[src/include/dpm_params.svh]
// Constants for the diagnostic probe pin multiplexer.
// Assumes it is included by the package and the design file only.
`ifndef DPM_PARAMS_SVH
`define DPM_PARAMS_SVH

// Positions of the multifunction pins in the four-pin group.
`define DPM_IDX_DIAG_CLOCK_PIN     0
`define DPM_IDX_SDI      1
`define DPM_IDX_PRA      2
`define DPM_IDX_PRB      3
`define DPM_MF_PINS      4

// Default sizes of the user pad group and the node space.
`define DPM_IO_PINS_DEF  8
`define DPM_NODES_DEF    16

// Reset values.
`define DPM_LOCK_RST     1'h0
`define DPM_LEVEL_RST    1'h0

`endif

[src/include/dpm_pkg.sv]
// Types shared by the diagnostic probe pin multiplexer and its bench.
// Assumes dpm_params.svh sits on the include path.
`include "dpm_params.svh"

package dpm_pkg;

  // Pad buffer configuration for every user-usable pin.
  typedef enum logic [1:0] {
    PAD_INPUT  = 2'h0,
    PAD_OUTPUT = 2'h1,
    PAD_TRI    = 2'h2,
    PAD_BIDIR  = 2'h3
  } dpm_pad_cfg_t;

  // User-side control of one pad.
  typedef struct packed {
    dpm_pad_cfg_t cfg;
    logic         dout;
    logic         oe_req;
  } dpm_pad_ctl_t;

endpackage

[src/design/dpm_pin_mux.sv]
// Pin multiplexer for multifunction diagnostic pins, user pads and the global clock pad.
// Assumes all pad inputs are asynchronous to ref_clk and node_in is on ref_clk.
`include "dpm_params.svh"

module dpm_pin_mux
  import dpm_pkg::*;
#(
  parameter int unsigned IO_PINS = `DPM_IO_PINS_DEF,
  parameter int unsigned NODES   = `DPM_NODES_DEF
) (
  // Clock and reset
  input  wire logic                  ref_clk,
  input  wire logic                  srst,
  // Mode pin, pulled low outside
  input  wire logic                  mode_pin,
  // Multifunction pins
  input  wire logic [`DPM_MF_PINS-1:0] mf_pin_i,
  output logic      [`DPM_MF_PINS-1:0] mf_pin_o,
  output logic      [`DPM_MF_PINS-1:0] mf_pin_oe,
  // User pads
  input  wire logic [IO_PINS-1:0]    io_pin_i,
  output logic      [IO_PINS-1:0]    io_pin_o,
  output logic      [IO_PINS-1:0]    io_pin_oe,
  // Global clock pad
  input  wire logic                  gclk_pin_i,
  output logic                       gclk_pin_o,
  output logic                       gclk_pin_oe,
  // User logic side
  input  dpm_pad_ctl_t [`DPM_MF_PINS-1:0] mf_ctl,
  output logic      [`DPM_MF_PINS-1:0] mf_user_in,
  input  dpm_pad_ctl_t [IO_PINS-1:0] io_ctl,
  output logic      [IO_PINS-1:0]    io_user_in,
  input  wire logic                  gclk_as_io,
  input  dpm_pad_ctl_t               gclk_ctl,
  output logic                       gclk_user_in,
  output logic                       gclk_buf,
  // Probe sources and protection
  input  wire logic [NODES-1:0]      node_in,
  input  wire logic                  probe_fuse,
  // Status
  output logic                       probe_locked,
  output logic                       diag_active
);

  localparam int unsigned SELW  = (NODES > 1) ? $clog2(NODES) : 1;
  localparam int unsigned FRAME = 2 * SELW + 1;
  localparam int unsigned CNTW  = $clog2(FRAME + 1);

  // Refused at elaboration: a single node leaves no select field to shift in.
  if (NODES < 2 || IO_PINS < 1) begin : g_bad_size
    $error("dpm_pin_mux: NODES must be at least 2 and IO_PINS at least 1");
  end

  // Output enable that a pad configuration asks for.
  function automatic logic pad_oe(input dpm_pad_ctl_t ctl);
    logic oe;
    oe = 1'b0;
    unique case (ctl.cfg)
      PAD_INPUT:  oe = 1'b0;
      PAD_OUTPUT: oe = 1'b1;
      PAD_TRI:    oe = ctl.oe_req;
      PAD_BIDIR:  oe = ctl.oe_req;
    endcase
    return oe;
  endfunction

  // Two-flop synchronisers; only the second stage is read.
  logic                    mode_s1_q,  mode_s2_q;
  logic [`DPM_MF_PINS-1:0] mf_s1_q,    mf_s2_q;
  logic [IO_PINS-1:0]      io_s1_q,    io_s2_q;
  logic                    gclk_s1_q,  gclk_s2_q;

  always_ff @(posedge ref_clk) begin
    mode_s1_q <= mode_pin;
    mode_s2_q <= mode_s1_q;
    mf_s1_q   <= mf_pin_i;
    mf_s2_q   <= mf_s1_q;
    io_s1_q   <= io_pin_i;
    io_s2_q   <= io_s1_q;
    gclk_s1_q <= gclk_pin_i;
    gclk_s2_q <= gclk_s1_q;
  end

  // Serial select frame: {lock, sel_b, sel_a}, shifted in MSB first on diag clock rises.
  logic             diag_clock_pin_prev_q;
  logic [FRAME-1:0] shift_q,  shift_d;
  logic [CNTW-1:0]  cnt_q,    cnt_d;
  logic [SELW-1:0]  sel_a_q,  sel_a_d;
  logic [SELW-1:0]  sel_b_q,  sel_b_d;
  logic             lock_q,   lock_d;

  wire special    = mode_s2_q;
  wire diag_clock_pin_rise  = special & mf_s2_q[`DPM_IDX_DIAG_CLOCK_PIN] & ~diag_clock_pin_prev_q;
  wire sdi_bit    = mf_s2_q[`DPM_IDX_SDI];
  wire frame_done = diag_clock_pin_rise && (cnt_q == CNTW'(FRAME - 1));
  wire probe_live = special & ~lock_q & ~probe_fuse;

  always_comb begin
    shift_d = shift_q;
    cnt_d   = cnt_q;
    sel_a_d = sel_a_q;
    sel_b_d = sel_b_q;
    lock_d  = lock_q | probe_fuse;
    if (!special) begin
      cnt_d = '0;
    end else if (diag_clock_pin_rise) begin
      shift_d = {shift_q[FRAME-2:0], sdi_bit};
      cnt_d   = frame_done ? '0 : cnt_q + CNTW'(1);
      if (frame_done) begin
        if (shift_d[FRAME-1]) begin
          lock_d = 1'b1;
        end else begin
          sel_a_d = shift_d[SELW-1:0];
          sel_b_d = shift_d[2*SELW-1:SELW];
        end
      end
    end
  end

  always_ff @(posedge ref_clk) begin
    if (srst) begin
      diag_clock_pin_prev_q <= `DPM_LEVEL_RST;
      shift_q     <= '0;
      cnt_q       <= '0;
      sel_a_q     <= '0;
      sel_b_q     <= '0;
      lock_q      <= `DPM_LOCK_RST;
    end else begin
      diag_clock_pin_prev_q <= mf_s2_q[`DPM_IDX_DIAG_CLOCK_PIN];
      shift_q     <= shift_d;
      cnt_q       <= cnt_d;
      sel_a_q     <= sel_a_d;
      sel_b_q     <= sel_b_d;
      lock_q      <= lock_d;
    end
  end

  // Pin drive selection.
  logic [`DPM_MF_PINS-1:0] mf_user_oe, mf_user_do, mf_o_d, mf_oe_d;
  logic [IO_PINS-1:0]      io_oe_d,    io_o_d;

  always_comb begin
    for (int i = 0; i < `DPM_MF_PINS; i++) begin
      mf_user_oe[i] = pad_oe(mf_ctl[i]);
      mf_user_do[i] = mf_ctl[i].dout;
    end
    for (int i = 0; i < IO_PINS; i++) begin
      io_oe_d[i] = pad_oe(io_ctl[i]);
      io_o_d[i]  = io_ctl[i].dout;
    end
  end

  wire probe_a = node_in[sel_a_q];
  wire probe_b = node_in[sel_b_q];

  // In special mode the clock and serial pins are inputs only; a locked probe pin floats.
  always_comb begin
    mf_o_d  = special ? '0 : mf_user_do;
    mf_oe_d = special ? '0 : mf_user_oe;
    mf_o_d[`DPM_IDX_PRA]  = special ? (probe_live & probe_a) : mf_user_do[`DPM_IDX_PRA];
    mf_o_d[`DPM_IDX_PRB]  = special ? (probe_live & probe_b) : mf_user_do[`DPM_IDX_PRB];
    mf_oe_d[`DPM_IDX_PRA] = special ? probe_live : mf_user_oe[`DPM_IDX_PRA];
    mf_oe_d[`DPM_IDX_PRB] = special ? probe_live : mf_user_oe[`DPM_IDX_PRB];
  end

  always_ff @(posedge ref_clk) begin
    if (srst) begin
      mf_pin_o     <= '0;
      mf_pin_oe    <= '0;
      io_pin_o     <= '0;
      io_pin_oe    <= '0;
      gclk_pin_o   <= `DPM_LEVEL_RST;
      gclk_pin_oe  <= `DPM_LEVEL_RST;
      mf_user_in   <= '0;
      io_user_in   <= '0;
      gclk_user_in <= `DPM_LEVEL_RST;
      gclk_buf     <= `DPM_LEVEL_RST;
    end else begin
      mf_pin_o     <= mf_o_d;
      mf_pin_oe    <= mf_oe_d;
      io_pin_o     <= io_o_d;
      io_pin_oe    <= io_oe_d;
      gclk_pin_o   <= gclk_as_io & gclk_ctl.dout;
      gclk_pin_oe  <= gclk_as_io & pad_oe(gclk_ctl);
      mf_user_in   <= special ? '0 : mf_s2_q;
      io_user_in   <= io_s2_q;
      gclk_user_in <= gclk_as_io & gclk_s2_q;
      gclk_buf     <= ~gclk_as_io & gclk_s2_q;
    end
  end

  assign probe_locked = lock_q | probe_fuse;
  assign diag_active  = special;

  // Assertions. The mode pin reaches the pins three edges after it changes.
  AST_MODE_USER: assert property (@(posedge ref_clk) disable iff (srst)
    !special ##1 1 |-> mf_pin_oe == $past(mf_user_oe))
    else $error("user mode pad enables not passed through");
  AST_IN_ONLY: assert property (@(posedge ref_clk) disable iff (srst)
    special |=> !mf_pin_oe[`DPM_IDX_DIAG_CLOCK_PIN] && !mf_pin_oe[`DPM_IDX_SDI])
    else $error("diag clock or serial pin driven in special mode");
  AST_SEL_LOAD: assert property (@(posedge ref_clk) disable iff (srst)
    frame_done && !shift_d[FRAME-1] |=> sel_a_q == $past(shift_d[SELW-1:0]))
    else $error("probe select not loaded from serial frame");
  AST_PROBE_A: assert property (@(posedge ref_clk) disable iff (srst)
    probe_live |=> mf_pin_oe[`DPM_IDX_PRA] && mf_pin_o[`DPM_IDX_PRA] == $past(probe_a))
    else $error("first probe does not follow its node");
  AST_PROBE_B: assert property (@(posedge ref_clk) disable iff (srst)
    probe_live |=> mf_pin_oe[`DPM_IDX_PRB] && mf_pin_o[`DPM_IDX_PRB] == $past(node_in[sel_b_q]))
    else $error("second probe does not follow its node");
  AST_INDEP: assert property (@(posedge ref_clk) disable iff (srst)
    frame_done && !shift_d[FRAME-1] |=> sel_b_q == $past(shift_d[2*SELW-1:SELW]))
    else $error("second probe select not independent");
  AST_LOCK_HOLD: assert property (@(posedge ref_clk) disable iff (srst)
    probe_locked |=> probe_locked [*8])
    else $error("probe lock released");
  AST_LOCK_DARK: assert property (@(posedge ref_clk) disable iff (srst)
    $past(probe_locked) && $past(special) |->
      !mf_pin_oe[`DPM_IDX_PRA] && !mf_pin_oe[`DPM_IDX_PRB] &&
      !mf_pin_o[`DPM_IDX_PRA] && !mf_pin_o[`DPM_IDX_PRB])
    else $error("node value visible after lock");
  AST_GCLK_BUF: assert property (@(posedge ref_clk) disable iff (srst)
    !gclk_as_io |=> gclk_buf == $past(gclk_s2_q) && !gclk_pin_oe)
    else $error("global clock buffer path wrong");
  AST_PAD_OUT: assert property (@(posedge ref_clk) disable iff (srst)
    io_ctl[1].cfg == PAD_OUTPUT |=> io_pin_oe[1])
    else $error("output pad not driven");

  COV_FRAME: cover property (@(posedge ref_clk) disable iff (srst) frame_done);
  COV_LOCK:  cover property (@(posedge ref_clk) disable iff (srst) $rose(lock_q));
  COV_DUAL:  cover property (@(posedge ref_clk) disable iff (srst)
    probe_live && sel_a_q != sel_b_q);

endmodule

[config.mk]
export PLATFORM = sky130hd
export DESIGN_NAME = dpm_pin_mux
export DESIGN_NICKNAME = d
export VERILOG_FILES = /design/src/include/dpm_pkg.sv /design/src/design/dpm_pin_mux.sv
export VERILOG_INCLUDE_DIRS = /design/src /design/src/include
export SDC_FILE = /design/constraint.sdc
export NUM_CORES = 1
export LEC_CHECK = 0
export ABC_AREA = 1
export BUFFER_PORTS_ARGS = -buffer_cell sky130_fd_sc_hd__buf_2
export CORE_UTILIZATION = 47
export DETAILED_ROUTE_END_ITERATION = 7
export PLACE_DENSITY = 0.78
export SYNTH_ARGS = -nofsm -noshare
export SYNTH_HDL_FRONTEND = slang
export SYNTH_SLANG_ARGS = --single-unit
[constraint.sdc]
create_clock -name ref_clk -period 1.4 [get_ports ref_clk]
set_clock_uncertainty 0.05 [all_clocks]
set_input_delay 0.07 -clock ref_clk [delete_from_list [all_inputs] [get_ports ref_clk]]
set_output_delay 0.07 -clock ref_clk [all_outputs]
set_load 0.01 [all_outputs]
==> qor.csv <==
stage,metric,value,unit
place,last weighted congestion value of the routability-driven placer,0.902,
yosys,share of flip-flops with an asynchronous set or reset,0,%
sta,Final min period,1.37,ns
die,I/O pin count,128,
clock_network,clk slew on worst S/H paths,0.09,ns
global_routing,via count of the first global-routing pass,2833,
die,starting utilization of the core area,50.0,%
sta,number of setup violations in the final report,0,
worst_setup_path,critical path required time,1.63,ns
clock_network,number of H-tree levels,3,
worst_setup_path,category of the critical setup timing path,reg2reg,
die,Die Height,82.3,µm
sta,final number of hold-violating endpoints,0,
yosys,Synth Cell Area,3030,µm²
cells_and_area,fraction of final layout cells sized beyond drive strength 1,31.4,%
die,Floorplan Core Area,6060,µm²
clock_network,CTS root buf,clkbuf_8,
worst_setup_path,cells traversed along the worst timing path,inv_2 > ha_4 > nand2_4 > nor2_4 > nand2_4 > nor2_8 > buf_12 > o21ai_1 > nor2_1,
global_routing,number of antenna violations at the first check in global routing,0,
drt,met1 routed wirelength after detailed routing,3050,µm
sta,share of the clock period used by the worst path after layout,97.8,%
cells_and_area,synth-to-layout area growth,52.6,%
cells_and_area,footprint of the multi-input gates,946,µm²
global_routing,GRT Resource Usage Total,24.2,%
drt,post-detailed-routing wire length,7840,µm
die,Die ar.,6780,µm²
clock_network,clock tree buffer depth,2,
sta,Tightest Pin Transition,0.403,ns
min_path,Min-Delay Path Class,in2reg,
yosys,net count after synthesis,450,
worst_setup_path,cell family contributing the most delay on the critical path,simple AND/OR/NAND/NOR gates,
worst_setup_path,CP Launch Type,flip-flop,
clock_network,TritonCTS clock tree,yes,
drt,post-detailed-route count of antenna-violating nets,0,
power_and_ir_drop,areal power density over the cells,1090,nW/µm²
yosys,commonest register cell after synthesis,dfxtp_1,
drt,ratio of routed vias to standard cells,4.62,
global_routing,first-pass GRT wire length,12200,µm
cells_and_area,fin util,76.3,%
yosys,Syn. warnings,0,
drt,1st-pass router iterations,5,
worst_setup_path,highest fanout seen on the critical path,8,
yosys,Yosys top cell by area,dfxtp_1,
outcome,outcome,completed,
run,max cap viols,0,
worst_setup_path,cell at the slowest stage of the critical path,dfxtp_2,
yosys,Synth Area per Inst,8.37,µm²
drt,top routing layer used,met4,
yosys,number of distinct library cells after synthesis,26,
place,number of buffers inserted by port buffering,127,
yosys,ranking of synthesized cells by area,"dfxtp_1, inv_1, nor2_1",
clock_network,Clock Sink Count,90,
cells_and_area,number of antenna diodes,0,
sta,relative slew slack,73.1,%
drt,per-cell routed wire length,12.2,µm
sta,upper clock frequency limit,730,MHz
cells_and_area,number of nets in the layout,649,
yosys,synthesis-stage register bit count,90,
worst_setup_path,max incr delay on CP,0.33,ns
yosys,proportion of synthesized chip area in sequential cells,59.4,%
yosys,number of enable-type register cells in the synthesized netlist,0,
cells_and_area,FILL cells,459,
worst_setup_path,arrival time at the worst endpoint,1.60,ns
die,standard-cell row count,28,
drt,routed wl met3,403,µm
yosys,top-area cell type share of the netlist area,59.4,%
clock_network,total CTS buffers,9,
yosys,Post-Synthesis Cells,362,
sta,Final Max Slew Viols,0,
global_routing,grt total ovfl,0,
drt,initial DRC count,143,
sta,unrepaired setup endpoints after global routing,true,
worst_setup_path,type of destination of the critical path,flip-flop,
clock_network,clk_lat worst skew,0.34,ns
drt,remaining design rule violation count,0,
power_and_ir_drop,Peak supply drop,1.00,mV
drt,DR WL met2,4280,µm
die,width of the die,82.3,µm
drt,DR vias,2961,
worst_setup_path,cell occurring most often along the worst timing path,nand2_4,
power_and_ir_drop,leakage component of the power,2.41,nW
sta,Final Hold Slack,0.0878,ns
place,post-detail-place hpwl,4660,µm
cells_and_area,Sequential Area,1810,µm²
worst_setup_path,Buffers & Inverters on Critical Path,2,
global_routing,largest net degree at the start of global routing,26,
area by class of cell:
cell class              instances  share of cell area (%)
well taps                      75                    2.03
repair buffers                197                    28.5
inverters                      70                    5.79
clock inverters                 5                    1.35
flip-flops and latches         90                    39.0
clock buffers                  11                    2.84
multi-input cells             193                    20.4
cells in the final DEF, fill, tap and decap left out, types with 2 or more instances in the layout:
cell           instances
inv_1                 61
dfxtp_2                4
buf_4                 11
clkinvlp_4             3
dfxtp_1               86
nor2_1                51
nand2_4                2
nor3_1                 3
inv_6                  2
o21ai_2                3
mux2i_1                2
inv_2                  7
nor2_4                 2
clkbuf_8               9
a21oi_2                2
nand3_1               28
clkbuf_1               2
dlygate4sd3_1         58
a21oi_1               18
buf_2                127
nand2_1               49
o21ai_0               20
o21ai_1                6
Yosys cell counts, types with 2 or more instances:
library cell	instances
dfxtp_1	90
inv_1	64
nor2_1	51
nand2_1	50
nand3_1	28
o21ai_0	20
a21oi_1	18
o21ai_1	7
buf_2	6
inv_2	5
nor3_1	3
a21oi_2	2
clkbuf_1	2
ha_1	2
mux2i_1	2
o21ai_2	2
where the power goes:
part / leakage, nW / switching [mW] / internal (mW)
Combinational: 1.57 / 0.258 / 0.318
Sequential: 0.749 / 0.0445 / 2.68
Clock: 0.0906 / 0.888 / 0.840
Total: 2.41 / 1.19 / 3.84
stage by stage:
step | total power, mW | TNS [ns] | area [µm²] | std cells | setup slack [ns]
2_1_floorplan | 2.97 | 0 | 3030 | 362 | 0.128
3_3_place_gp | 3.18 | 0 | 3760 | 561 | 0.0511
3_5_place_dp | 3.20 | -0.197 | 3760 | 561 | -0.0592
4_1_cts | 5.02 | 0 | 4600 | 639 | 0.0142
5_1_grt | 5.24 | -0.0803 | 4630 | 641 | -0.0214
6_report | 5.03 | 0 | 4630 | 641 | 0.0302
metal layers:
metal	GRT usage, %	up-vias
met2	45.6	97
li1	-	1500
met1	25.6	1350
met5	0	-
met3	5.27	14
met4	10.5	0
worst paths after layout:
| kind | depth (start not counted) | startpoint | to | slack (ns) |
|---|---|---|---|---|
| worst min-delay path | 4 | srst | cnt_q[1] | 0.09 |
| worst min register to register | 0 | io_s1_q[4] | io_s2_q[4] | 0.28 |
| worst max register to register | 9 | cnt_q[1] | sel_a_q[2] | 0.03 |
| worst max-delay path | 9 | cnt_q[1] | sel_a_q[2] | 0.03 |
flip-flops by register name, summed over array words and instances (netlist names), 8 cells and up:
register    flops
io_pin_o        8
io_pin_oe       8
shift_q         8
io_s2_q         8
io_user_in      8
io_s1_q         8
cells by family (layout without fill, tap and decap cells):
| group | after synthesis | in the layout | synth area share, % |
|---|---|---|---|
| AND/OR/NAND/NOR | 138 | 138 | 19.7 |
| flip-flops | 90 | 90 | 59.4 |
| buffers and inverters | 79 | 283 | 10.3 |
| AO/OA/AOI/OAI | 51 | 51 | 9.08 |
| adder cells (fa/ha/maj) | 2 | 2 | 0.825 |
| multiplexers | 2 | 2 | 0.660 |
worst reg2reg max path: cells and delay by family, from the launching register on:
kind / cells / cell delay [ns]
fa+ha+maj: 1 / 0.14
simple gates: 5 / 0.51
buf+inv: 2 / 0.21
flops: 1 / 0.33
compound gates: 1 / 0.07
repair_timing:
item                       CTS  global route
pin swaps                    5             4
hold buffers                58             0
hold endpoints to repair    44             0
setup endpoints to repair    6            19
buffers inserted             4             2
gates resized for setup      8             5
Power figures use the tool's default switching activity.
